$ cat config.mk
export PLATFORM = sky130hd
export DESIGN_NAME = pce_top
export DESIGN_NICKNAME = d
export VERILOG_FILES = /design/src/pce_pkg.sv /design/src/pce_byte_step.sv /design/src/pce_top.sv
export SDC_FILE = /design/constraint.sdc
export NUM_CORES = 1
export LEC_CHECK = 0
export BUFFER_PORTS_ARGS = -buffer_cell sky130_fd_sc_hd__buf_2
export CAP_MARGIN = 5
export CORE_ASPECT_RATIO = 0.5
export CORE_UTILIZATION = 62
export DETAILED_ROUTE_END_ITERATION = 6
export GPL_TIMING_DRIVEN = 0
export PLACE_DENSITY_LB_ADDON = 0.1
export SKIP_CTS_REPAIR_TIMING = 1
export SLEW_MARGIN = 15
export SYNTH_ARGS = -nofsm -noshare
export SYNTH_HDL_FRONTEND = slang
export SYNTH_SLANG_ARGS = --single-unit
$ cat constraint.sdc
create_clock -name pclk -period 6.1 [get_ports pclk]
set_input_delay 0 -clock pclk [delete_from_list [all_inputs] [get_ports pclk]]
set_output_delay 0 -clock pclk [all_outputs]
set_load 0.05 [all_outputs]
$ cat src/pce_pkg.sv
// shared constants and types for the programmable crc engine
package pce_pkg;

    localparam int          ADDR_W      = 6;
    localparam int          DATA_W      = 32;
    localparam int          BYTE_W      = 8;
    localparam int          CRC_W       = 32;
    localparam int          IDX_W       = 4;

    // register indexes; byte address is four times the index
    localparam logic [IDX_W-1:0] IDX_DATA0 = 4'h0;
    localparam logic [IDX_W-1:0] IDX_DATA1 = 4'h1;
    localparam logic [IDX_W-1:0] IDX_DATA2 = 4'h2;
    localparam logic [IDX_W-1:0] IDX_DATA3 = 4'h3;
    localparam logic [IDX_W-1:0] IDX_POLY0 = 4'h4;
    localparam logic [IDX_W-1:0] IDX_POLY1 = 4'h5;
    localparam logic [IDX_W-1:0] IDX_POLY2 = 4'h6;
    localparam logic [IDX_W-1:0] IDX_POLY3 = 4'h7;
    localparam logic [IDX_W-1:0] IDX_CTRL  = 4'h8;
    localparam logic [1:0]       WORD_ALIGN = 2'h0;

    localparam logic [CRC_W-1:0] DATA_RST  = 32'hFFFFFFFF;
    localparam logic [CRC_W-1:0] POLY_RST  = 32'h00001021;

    // reversal select codes; the other two codes are reserved
    localparam logic [1:0]  REV_NONE    = 2'h0;
    localparam logic [1:0]  REV_IN_BYTE = 2'h1;

    localparam int          HALF_W      = 16;
    localparam logic [31:0] RD_ZERO     = 32'h00000000;

    typedef struct packed {
        logic [1:0] input_reverse_sel;
        logic [1:0] output_reverse_sel;
        logic       rsvd;
        logic       result_invert;
        logic       seed_load;
        logic       width_sel;
    } pce_ctrl_t;

    localparam pce_ctrl_t CTRL_RST = 8'h00;

endpackage

$ cat src/pce_byte_step.sv
// folds one message byte into a crc of width W, most significant bit first
`timescale 1ns/1ps
module pce_byte_step #(
    parameter int W = 16
) (
    input  wire logic [W-1:0] crc_in,
    input  wire logic [W-1:0] poly,
    input  wire logic [7:0]   data,
    output logic      [W-1:0] crc_out
);

    always_comb
    begin
        logic [W-1:0] c;
        c = crc_in ^ {data, {(W-8){1'b0}}};
        for (int i = 0; i < 8; i++)
        begin
            if (c[W-1])
            begin
                c = {c[W-2:0], 1'b0} ^ poly;
            end
            else
            begin
                c = {c[W-2:0], 1'b0};
            end
        end
        crc_out = c;
    end

endmodule

$ cat src/pce_top.sv
// apb slave wrapping the byte-serial programmable crc engine
//
// Contract
// - poly bits 31:16 used only in 32-bit mode
// - poly bits 15:0 used in both widths
// - poly bytes one..three hold bits 23:16,15:8,7:0
// - control 7:6 selects input byte mirroring
// - control 5:4 selects output byte mirroring
// - control bit 3 reads zero, ignores writes
// - control bit 2 complements checksum reads
// - control bit 1 makes data writes seed
// - control bit 0 selects 16 or 32 bits
// - each lowest data byte write folds in while control bit 1 is clear
// - checksum readable in data registers afterwards
// - input and output reversal act independently
// - mirroring keeps each byte in place
// - upper data writes ignored in data mode
// - data registers reset to all ones
// - polynomial resets to 0x1021, upper cleared
// - stop standby suspends then resumes computation
//
// Design decision made here: the APB slave port.
`timescale 1ns/1ps
module pce_top (
    input  wire logic                       pclk,
    input  wire logic                       presetn,
    input  wire logic                       psel,
    input  wire logic                       penable,
    input  wire logic                       pwrite,
    input  wire logic [pce_pkg::ADDR_W-1:0] paddr,
    input  wire logic [31:0]                pwdata,
    input  wire logic                       stop_mode,
    output logic      [31:0]                prdata,
    output logic                            pready,
    output logic                            pslverr
);

    pce_pkg::pce_ctrl_t                 ctrl_r;
    logic [pce_pkg::CRC_W-1:0]          crc_r;
    logic [pce_pkg::CRC_W-1:0]          poly_r;
    logic [31:0]                        prdata_r;

    logic [pce_pkg::IDX_W-1:0]          idx;
    logic                               addr_ok;
    logic                               setup;
    logic                               access;
    logic                               wr_take;
    logic                               is_data;
    logic                               byte_req;
    logic                               byte_take;
    logic [7:0]                         wbyte;
    logic [7:0]                         fold_byte;
    logic [15:0]                        crc16_nxt;
    logic [31:0]                        crc32_nxt;
    logic [pce_pkg::CRC_W-1:0]          view;
    logic [31:0]                        rd_val;
    logic [1:0]                         byte_sel;

    function automatic logic [7:0] mirror(input logic [7:0] b);
        logic [7:0] m;
        m = 8'h00;
        for (int i = 0; i < 8; i++)
        begin
            m[i] = b[7-i];
        end
        return m;
    endfunction

    // bus decode
    assign idx     = paddr[pce_pkg::ADDR_W-1:2];
    assign addr_ok = (paddr[1:0] == pce_pkg::WORD_ALIGN) && (idx <= pce_pkg::IDX_CTRL);
    assign setup   = psel && !penable;
    assign access  = psel && penable;
    assign is_data = (idx <= pce_pkg::IDX_DATA3);
    assign wbyte   = pwdata[7:0];

    // a message byte write while in data mode
    assign byte_req = access && pwrite && addr_ok && !ctrl_r.seed_load
                      && (idx == pce_pkg::IDX_DATA3);

    // stop standby holds the byte write in its access phase until run returns
    assign pready    = !(byte_req && stop_mode);
    assign pslverr   = access && !addr_ok;
    assign wr_take   = access && pwrite && pready && addr_ok;
    assign byte_take = byte_req && pready;
    assign prdata    = prdata_r;

    assign fold_byte = (ctrl_r.input_reverse_sel == pce_pkg::REV_IN_BYTE)
                       ? mirror(wbyte) : wbyte;

    // one step per width; the fold is combinational so it lands on the write edge
    pce_byte_step #(
        .W (pce_pkg::HALF_W)
    ) u_step16 (
        .crc_in  (crc_r[15:0]),
        .poly    (poly_r[15:0]),
        .data    (fold_byte),
        .crc_out (crc16_nxt)
    );

    pce_byte_step #(
        .W (pce_pkg::CRC_W)
    ) u_step32 (
        .crc_in  (crc_r),
        .poly    (poly_r),
        .data    (fold_byte),
        .crc_out (crc32_nxt)
    );

    // control register
    always_ff @(posedge pclk or negedge presetn)
    begin
        if (!presetn)
        begin
            ctrl_r <= pce_pkg::CTRL_RST;
        end
        else if (wr_take && idx == pce_pkg::IDX_CTRL)
        begin
            ctrl_r      <= wbyte;
            ctrl_r.rsvd <= 1'b0;
        end
    end

    // polynomial bytes, byte zero is the top of the word
    always_ff @(posedge pclk or negedge presetn)
    begin
        if (!presetn)
        begin
            poly_r <= pce_pkg::POLY_RST;
        end
        else if (wr_take)
        begin
            case (idx)
                pce_pkg::IDX_POLY0: poly_r[31:24] <= wbyte;
                pce_pkg::IDX_POLY1: poly_r[23:16] <= wbyte;
                pce_pkg::IDX_POLY2: poly_r[15:8]  <= wbyte;
                pce_pkg::IDX_POLY3: poly_r[7:0]   <= wbyte;
                default:            poly_r        <= poly_r;
            endcase
        end
    end

    // seed, running checksum and result share one register
    assign byte_sel = 2'(pce_pkg::IDX_DATA3 - idx);

    always_ff @(posedge pclk or negedge presetn)
    begin
        if (!presetn)
        begin
            crc_r <= pce_pkg::DATA_RST;
        end
        else if (wr_take && is_data && ctrl_r.seed_load)
        begin
            crc_r[byte_sel*8 +: 8] <= wbyte;
        end
        else if (byte_take)
        begin
            // upper half keeps its seed in 16-bit mode
            if (ctrl_r.width_sel)
            begin
                crc_r <= crc32_nxt;
            end
            else
            begin
                crc_r[15:0] <= crc16_nxt;
            end
        end
    end
    // writes to the upper data bytes in data mode fall through untouched

    // read view: complement, then per-byte mirror, bytes never reordered
    always_comb
    begin
        view = ctrl_r.result_invert ? ~crc_r : crc_r;
        if (ctrl_r.output_reverse_sel == pce_pkg::REV_IN_BYTE)
        begin
            for (int k = 0; k < 4; k++)
            begin
                view[k*8 +: 8] = mirror(view[k*8 +: 8]);
            end
        end
    end

    always_comb
    begin
        rd_val = pce_pkg::RD_ZERO;
        if (addr_ok)
        begin
            case (idx)
                pce_pkg::IDX_DATA0,
                pce_pkg::IDX_DATA1,
                pce_pkg::IDX_DATA2,
                pce_pkg::IDX_DATA3: rd_val[7:0] = view[byte_sel*8 +: 8];
                pce_pkg::IDX_POLY0: rd_val[7:0] = poly_r[31:24];
                pce_pkg::IDX_POLY1: rd_val[7:0] = poly_r[23:16];
                pce_pkg::IDX_POLY2: rd_val[7:0] = poly_r[15:8];
                pce_pkg::IDX_POLY3: rd_val[7:0] = poly_r[7:0];
                pce_pkg::IDX_CTRL:  rd_val[7:0] = ctrl_r;
                default:            rd_val      = pce_pkg::RD_ZERO;
            endcase
        end
    end

    // read data is captured in the setup cycle; the previous write has
    // already landed, so a read straight after a byte write is current
    always_ff @(posedge pclk or negedge presetn)
    begin
        if (!presetn)
        begin
            prdata_r <= pce_pkg::RD_ZERO;
        end
        else if (setup && !pwrite)
        begin
            prdata_r <= rd_val;
        end
    end
endmodule

Yosys cells after proc, flatten, opt, wreduce, memory -nomap -nowiden. Cells that the tools add are included. W data, S select, Z words.

Input port bits: 44. Bits in registers: 103. Output and inout port bits: 34. Logic and storage cells: 105.

Mux-type cells: 26. Reduce and logical (&&, ||, !) cells: 31. Order comparisons: 2. Shift-type cells: 3. Bitwise operators: 19. Eq/ne operators: 10. $add $sub $neg: 2.

Operator list (count): $mux W32 (12); $xor A32 B32 Y32 (9); $mux W16 (10); $xor A16 B16 Y16 (9); $pmux W8 S6 (1); $neg A5 Y34 (1); $shift A8 B34 Y32 const A (1); $shiftx A8 B34 Y32 (1); $bwmux W32 (1); $not A32 Y32 (1); $shiftx A32 B6 Y8 (1); $eq A4 B3 Y1 const B (4); $logic_and A1 B1 Y1 (16); $mux W8 (2); $reduce_and A2 Y1 (5); $eq A4 B2 Y1 const B (2); $logic_not A1 Y1 (5); $eq A2 B1 Y1 const B (2); $eq A4 B1 Y1 const B (1); $eq A4 B4 Y1 const B (1); $le A4 B2 Y1 const B (1); $le A4 B4 Y1 const B (1); $logic_not A4 Y1 (1); $reduce_bool A2 Y1 (2); 3 further kinds (3).

Logic depth before layout (Yosys ltp).
Depth in word-level cells: 22. Gate-level depth with buffers: 20. Depth with buffers taken out: 15.

By module. From an unflattened synthesis, not the netlist that was laid out.

Cells, all modules: 1476. Area, all modules: 12271.8 um2.

By module, submodules not included: pce_top (seq. area each 2020.7 um2, cells an instance 494, instances 1, area an instance 5038.6 um2); pce_byte_step at u_step32 (seq. area each 0.0 um2, cells an instance 599, instances 1, area an instance 4335.4 um2); pce_byte_step at u_step16 (seq. area each 0.0 um2, cells an instance 383, instances 1, area an instance 2897.8 um2).

Worst setup path after synthesis. No wires, ideal clock.

Kind: flip-flop to flip-flop. Start point: register crc_r[31] in the netlist's numbering. End point: register crc_r[13] in the netlist's numbering. Cell stages (with the launch flop): 19. Path buffers: 3. Library setup time: 0.088 ns. Setup slack: 1.775 ns. Clock period less this slack: 4.325 ns. Data required time: 6.012 ns. Arrival time: 4.237 ns. Path through: dfstp_2 > nand2b_1 > a21o_1 > nand2_2 > a31o_1 > or4_4 > and2_1 > buf_6 > xnor3_1 > or2_1 > a221o_1 > o311a_4 > or2_1 > buf_6 > buf_6 > nand2_2 > xnor3_1 > a222oi_1 > o21ai_1.

Word-level cells in the longest chain between the ends: 19.

RTL lines: from (decl) (RTL line pce_top.sv:39) `logic [pce_pkg::CRC_W-1:0] crc_r;`; from (signal assigned) (RTL line pce_top.sv:150) `crc_r <= pce_pkg::DATA_RST;`; from (signal, indexed assignment) (RTL line pce_top.sv:154) `crc_r[byte_sel*8 +: 8] <= wbyte;`; from (signal assigned) (RTL line pce_top.sv:161) `crc_r <= crc32_nxt;`; $xor A32 B32 Y32 * (RTL line pce_byte_step.sv:15) `c = crc_in ^ {data, {(W-8){1'b0}}};`; $mux W32 * (RTL line pce_byte_step.sv:18) `if (c[W-1])`; $xor A32 B32 Y32 (RTL line pce_byte_step.sv:20) `c = {c[W-2:0], 1'b0} ^ poly;`; $mux W32 * (RTL line pce_byte_step.sv:18); $xor A32 B32 Y32 (RTL line pce_byte_step.sv:20); $mux W32 * (RTL line pce_byte_step.sv:18); $xor A32 B32 Y32 (RTL line pce_byte_step.sv:20); $mux W32 * (RTL line pce_byte_step.sv:18); [3 not listed]; $mux W32 * (RTL line pce_byte_step.sv:18); $xor A32 B32 Y32 (RTL line pce_byte_step.sv:20); $mux W32 * (RTL line pce_byte_step.sv:18); $xor A32 B32 Y32 (RTL line pce_byte_step.sv:20); $mux W32 * (RTL line pce_byte_step.sv:18); $mux W16 * (RTL line pce_top.sv:159) `if (ctrl_r.width_sel)`; $mux W32 * (RTL line pce_top.sv:156) `else if (byte_take)`; $mux W32 * (RTL line pce_top.sv:152) `else if (wr_take && is_data && ctrl_r.seed_load)`.

Mark *: on every way between the ends. The rest lies on a longest branch, timed or not. The select of a mux whose other input is x is not followed. A chain may end at the register's enable or synchronous reset.

Worst setup path after layout.
Start point: register ctrl_r[7] in the netlist's numbering. End point: register crc_r[25] in the netlist's numbering.

Word-level cells in the longest chain between the ends: 21. Elaborated cells between the ends (all ways): 22. Those cells by class: 1 x eq/ne; 12 x mux; 9 x bitwise.

RTL lines: from (decl) (RTL line pce_top.sv:38) `pce_pkg::pce_ctrl_t ctrl_r;`; from (signal assigned) (RTL line pce_top.sv:115) `ctrl_r <= pce_pkg::CTRL_RST;`; from (signal assigned) (RTL line pce_top.sv:119) `ctrl_r <= wbyte;`; $eq A2 B1 Y1 * (RTL line pce_top.sv:88) `assign fold_byte = (ctrl_r.input_reverse_sel == pce_pkg::REV_IN_BYTE)`; $mux W8 * (RTL line pce_top.sv:89) `? mirror(wbyte) : wbyte;`; $xor A32 B32 Y32 * (RTL line pce_byte_step.sv:15); $mux W32 * (RTL line pce_byte_step.sv:18); $xor A32 B32 Y32 / $mux W32 (equally long branches) (RTL line pce_byte_step.sv:20, pce_byte_step.sv:18); $mux W32 * (RTL line pce_byte_step.sv:18); $xor A32 B32 Y32 / $mux W32 (equally long branches) (RTL line pce_byte_step.sv:20, pce_byte_step.sv:18); $mux W32 * (RTL line pce_byte_step.sv:18); [5 not listed]; $mux W32 * (RTL line pce_byte_step.sv:18); $xor A32 B32 Y32 / $mux W32 (equally long branches) (RTL line pce_byte_step.sv:20, pce_byte_step.sv:18); $mux W32 * (RTL line pce_byte_step.sv:18); $xor A32 B32 Y32 / $mux W32 (equally long branches) (RTL line pce_byte_step.sv:20, pce_byte_step.sv:18); $mux W32 * (RTL line pce_byte_step.sv:18); $mux W16 * (RTL line pce_top.sv:159); $mux W32 * (RTL line pce_top.sv:156); $mux W32 * (RTL line pce_top.sv:152).

Marked as above.

==> impl_summary.md <==
Yosys
In the synthesized netlist the async set-or-reset flop fraction comes to 1.00. The most instantiated flip-flop cell in the synthesis netlist is sky130_fd_sc_hd__dfrtp_1. The biggest area contributor in the post-synthesis netlist is sky130_fd_sc_hd__xnor2_1. The average cell area after synthesis is 7.90 µm². The cell area that synthesis handed to floorplanning was 11,800 µm². The yosys synthesis warning count is 0. The share of the Yosys chip area taken by registers is 0.171. In the post-synthesis netlist, the biggest area contributors are sky130_fd_sc_hd__xnor2_1 (19%), sky130_fd_sc_hd__nand2_1 (9.7%), sky130_fd_sc_hd__dfrtp_1 (9.3%).

In this run, synthesis inferred 0 flip-flops with an integrated enable. The share of synthesized area in the top cell type comes to 0.192. The number of synthesized register bits is 79. The number of different library cells in the post-synthesis netlist is 96.

The cell count after synthesis came out at 1,499.

Power and ir drop
VDD sags by at most 0.117 mV. The standby leakage power is about 4.6 nW. The power density of the placed cells is 136 nW/µm².

Drt
After detailed routing, the number of remaining DRC violations is 25. Dividing the detail-routed wire length by the instance count gives 22.7 µm. The detail route stage leaves a number of antenna-violating nets equal to 0. The final wirelength is between 40,000 and 50,000 µm.

The number of search-and-repair iterations in the first detailed-routing pass is 7. The number of vias after detailed routing is roughly 12,000. The first routing iteration left 1,424 violations. The via density per instance is 6.49.

Global routing
After global routing the overflow that remains totals 0. The maximum number of pins on one net before global-route repair is 61. The number of global-route vias before repair is 11,000.

The initial antenna violation count is 0. The combined global-route utilization of all metal layers is 0.430. The first global-routing pass estimated 63,800 µm of wire.

Setup path
The cell depth of the worst flop-to-flop path is 18. Data on the critical path is required at its endpoint by 6.36 ns. Data arrives at the worst endpoint at 5.98 ns. The critical path's slowest cell is sky130_fd_sc_hd__o22a_1. Traced cell by cell, the critical path runs through and2b_4 > buf_6 > mux2i_4 > xnor2_4 > a221oi_1 > and3_1 > nor2_1 > buf_2 > nand3_1 > a31o_2 > and4_1 > nor4_2 > o22a_1 > clkbuf_1 > o21ai_0 > xor2_1 > a22oi_1 > a21oi_1. The critical path endpoint category is a flip-flop. The start-to-end type of the worst setup path is flip-flop to flip-flop. The number of buffers and inverters on the critical path is 3. The maximum cell stage delay along the critical path is 0.51 ns. The highest net fanout along the worst path is 10. The startpoint kind of the worst setup timing path is a flip-flop. In this run the number of cells on the critical path is 18. The top cell family by delay on the critical path is simple AND/OR/NAND/NOR gates.

Floorplan
For this design the top-level I/O count stands at 78. The core outline area is 18,600 µm². The area of the die is 19,700 µm². The effective utilization at floorplan is 0.638. From bottom edge to top edge, the die measures 99.7 µm. The horizontal die dimension is 197 µm. The row count is 35.

Placed design
The placer congestion estimate is roughly 1. The number of placed instances with taps included is 1,808. The count of buffers added on input and output ports is 26.

The worst setup slack before clock tree synthesis is 0.178 ns. The post-DP HPWL is 31,400 µm.

Timing
The slack of the critical path is 0.374 ns. The final count of pins violating max slew came to 0. Dividing the final minimum period by the clock period gives 0.939. The relative max-transition margin is 0.301. The shortest clock period the worst path allows after layout is 5.73 ns. The worst-case hold slack is 0.0618 ns.

The transition time at the pin with the least slew margin is 1.05 ns. Setup repair after global routing left no endpoint under its margin. The setup total negative slack is 0 ns.

For this run, the top clock speed supported by timing is 175 MHz. Across the routed clock network, the largest skew measured is between 0.01 and 0.015 ns. The number of setup violations in the final report is 0. The final number of hold-violating endpoints is 0.

CTS
TritonCTS created 9 clock buffers. The CTS sink count is 79. The H-tree was split into 3 levels.

The clock tree buffer depth is 2. The root buffer selected by CTS is sky130_fd_sc_hd__clkbuf_16. TritonCTS built the clock tree. Clock latency on the worst-skew pair, taken at its later pin, is around 0.35 ns. The clock-pin transition on the worst setup and hold timing paths is approximately 0.07 ns.

Final layout
In the final design database the tool counted 1,611 nets. The ratio of cells with drive above 1 in the final layout is 0.146. Leaving out fill and tap cells, the most frequent cell in the layout is sky130_fd_sc_hd__nand2_1. From synthesis to final layout, the design area changed by 7.89%.

Leaving out fill and tap cells, the most frequent cells in the layout are sky130_fd_sc_hd__nand2_1 (307), sky130_fd_sc_hd__xnor2_1 (259), sky130_fd_sc_hd__clkbuf_1 (98). The antenna cell count is 0. The count of cells in the finished layout, fillers not included, comes to around 1,800.

Worst hold path
The path class of the tightest hold or removal check is input port to flip-flop. The hold-critical path depth is 4.

Status
The flow ran to the end, but the final reports show violations. The checks that failed: DRC.

Run
Max-cap violations in this run came to 0.
==> routing by layer <==
| layer | up-vias | global-route usage | wire length [µm] |
|---|---|---|---|
| met1 | 5663 | 0.598 | 16600 |
| met5 | - | 0 | 0 |
| met2 | 815 | 0.631 | 17100 |
| met4 | 0 | 0.168 | 1600 |
| li1 | 5253 | - | - |
| met3 | 119 | 0.120 | 6010 |
==> worst register-to-register path, cell delays in order (launching register included) <==
cell and delay, ns:
sky130_fd_sc_hd__dfrtp_1 0.47, sky130_fd_sc_hd__and2b_4 0.34, sky130_fd_sc_hd__buf_6 0.19, sky130_fd_sc_hd__mux2i_4 0.42
sky130_fd_sc_hd__xnor2_4 0.20, sky130_fd_sc_hd__a221oi_1 0.10, sky130_fd_sc_hd__and3_1 0.21, sky130_fd_sc_hd__nor2_1 0.39
sky130_fd_sc_hd__buf_2 0.42, sky130_fd_sc_hd__nand3_1 0.17, sky130_fd_sc_hd__a31o_2 0.29, sky130_fd_sc_hd__and4_1 0.21
sky130_fd_sc_hd__nor4_2 0.47, sky130_fd_sc_hd__o22a_1 0.51, sky130_fd_sc_hd__clkbuf_1 0.46, sky130_fd_sc_hd__o21ai_0 0.19
sky130_fd_sc_hd__xor2_1 0.20, sky130_fd_sc_hd__a22oi_1 0.26, sky130_fd_sc_hd__a21oi_1 0.12
==> Yosys cell counts, drive strengths merged (16+ instances only) <==
library cell,n
xor2,40
nor2,55
buf,59
mux4,16
a21oi,61
a22oi,27
o21ai,94
nand2,310
nand3,38
clkbuf,98
nand2b,21
dfrtp,44
mux2,42
dfstp,35
nor3,21
xnor3,30
inv,16
xnor2,264
mux2i,16
a211oi,17
==> sequential cells by signal, summed over array words and instances, names as in the netlist <==
register and count:
crc_r 32, poly_r 32, ctrl_r 7, prdata 8
==> worst paths after layout <==
kind	from	end	slack [ns]
min in group asynchronous	presetn	poly_r[18]	0.11
max reg2reg	ctrl_r[7]	crc_r[25]	0.37
min reg2reg	prdata[1]	prdata[1]	0.48
max in group asynchronous	presetn	crc_r[14]	5.30
max	ctrl_r[7]	crc_r[25]	0.37
min	stop_mode	crc_r[8]	0.06
==> cell families after synthesis <==
| family | Yosys count | synth area share |
|---|---|---|
| AND/OR/NAND/NOR | 511 | 0.193 |
| XOR/XNOR | 335 | 0.287 |
| AO/OA/AOI/OAI | 318 | 0.188 |
| buffers and inverters | 175 | 0.0687 |
| flip-flops | 79 | 0.171 |
| multiplexers | 74 | 0.0853 |
| adder cells (fa/ha/maj) | 6 | 0.00634 |
| other | 1 | 0.000317 |
==> through the flow <==
step | util | total power [mW] | instance area (µm²)
3_3_place_gp | 0.667 | 1.13 | 12400
6_report | 0.688 | 1.74 | 12800
2_1_floorplan | - | 0.992 | 11900
4_1_cts | 0.686 | 1.71 | 12700
5_1_grt | 0.688 | 1.79 | 12800
3_5_place_dp | 0.669 | 1.14 | 12400
==> final cells by class <==
class,instances,area (µm²)
buffer,157,746
clock buffer,10,239
clock inverter,6,68.8
fill,1591,5790
inverter,18,67.6
multi-input combinational,1268,9140
sequential,79,2020
tap,259,324
timing repair buffer,28,170
==> power breakdown <==
part	internal, mW	switching [mW]
logic	0.231	0.385
clock network	0.331	0.250
registers	0.534	0.00624
total	1.10	0.641
No activity file was read; power rests on OpenSTA's default activity.
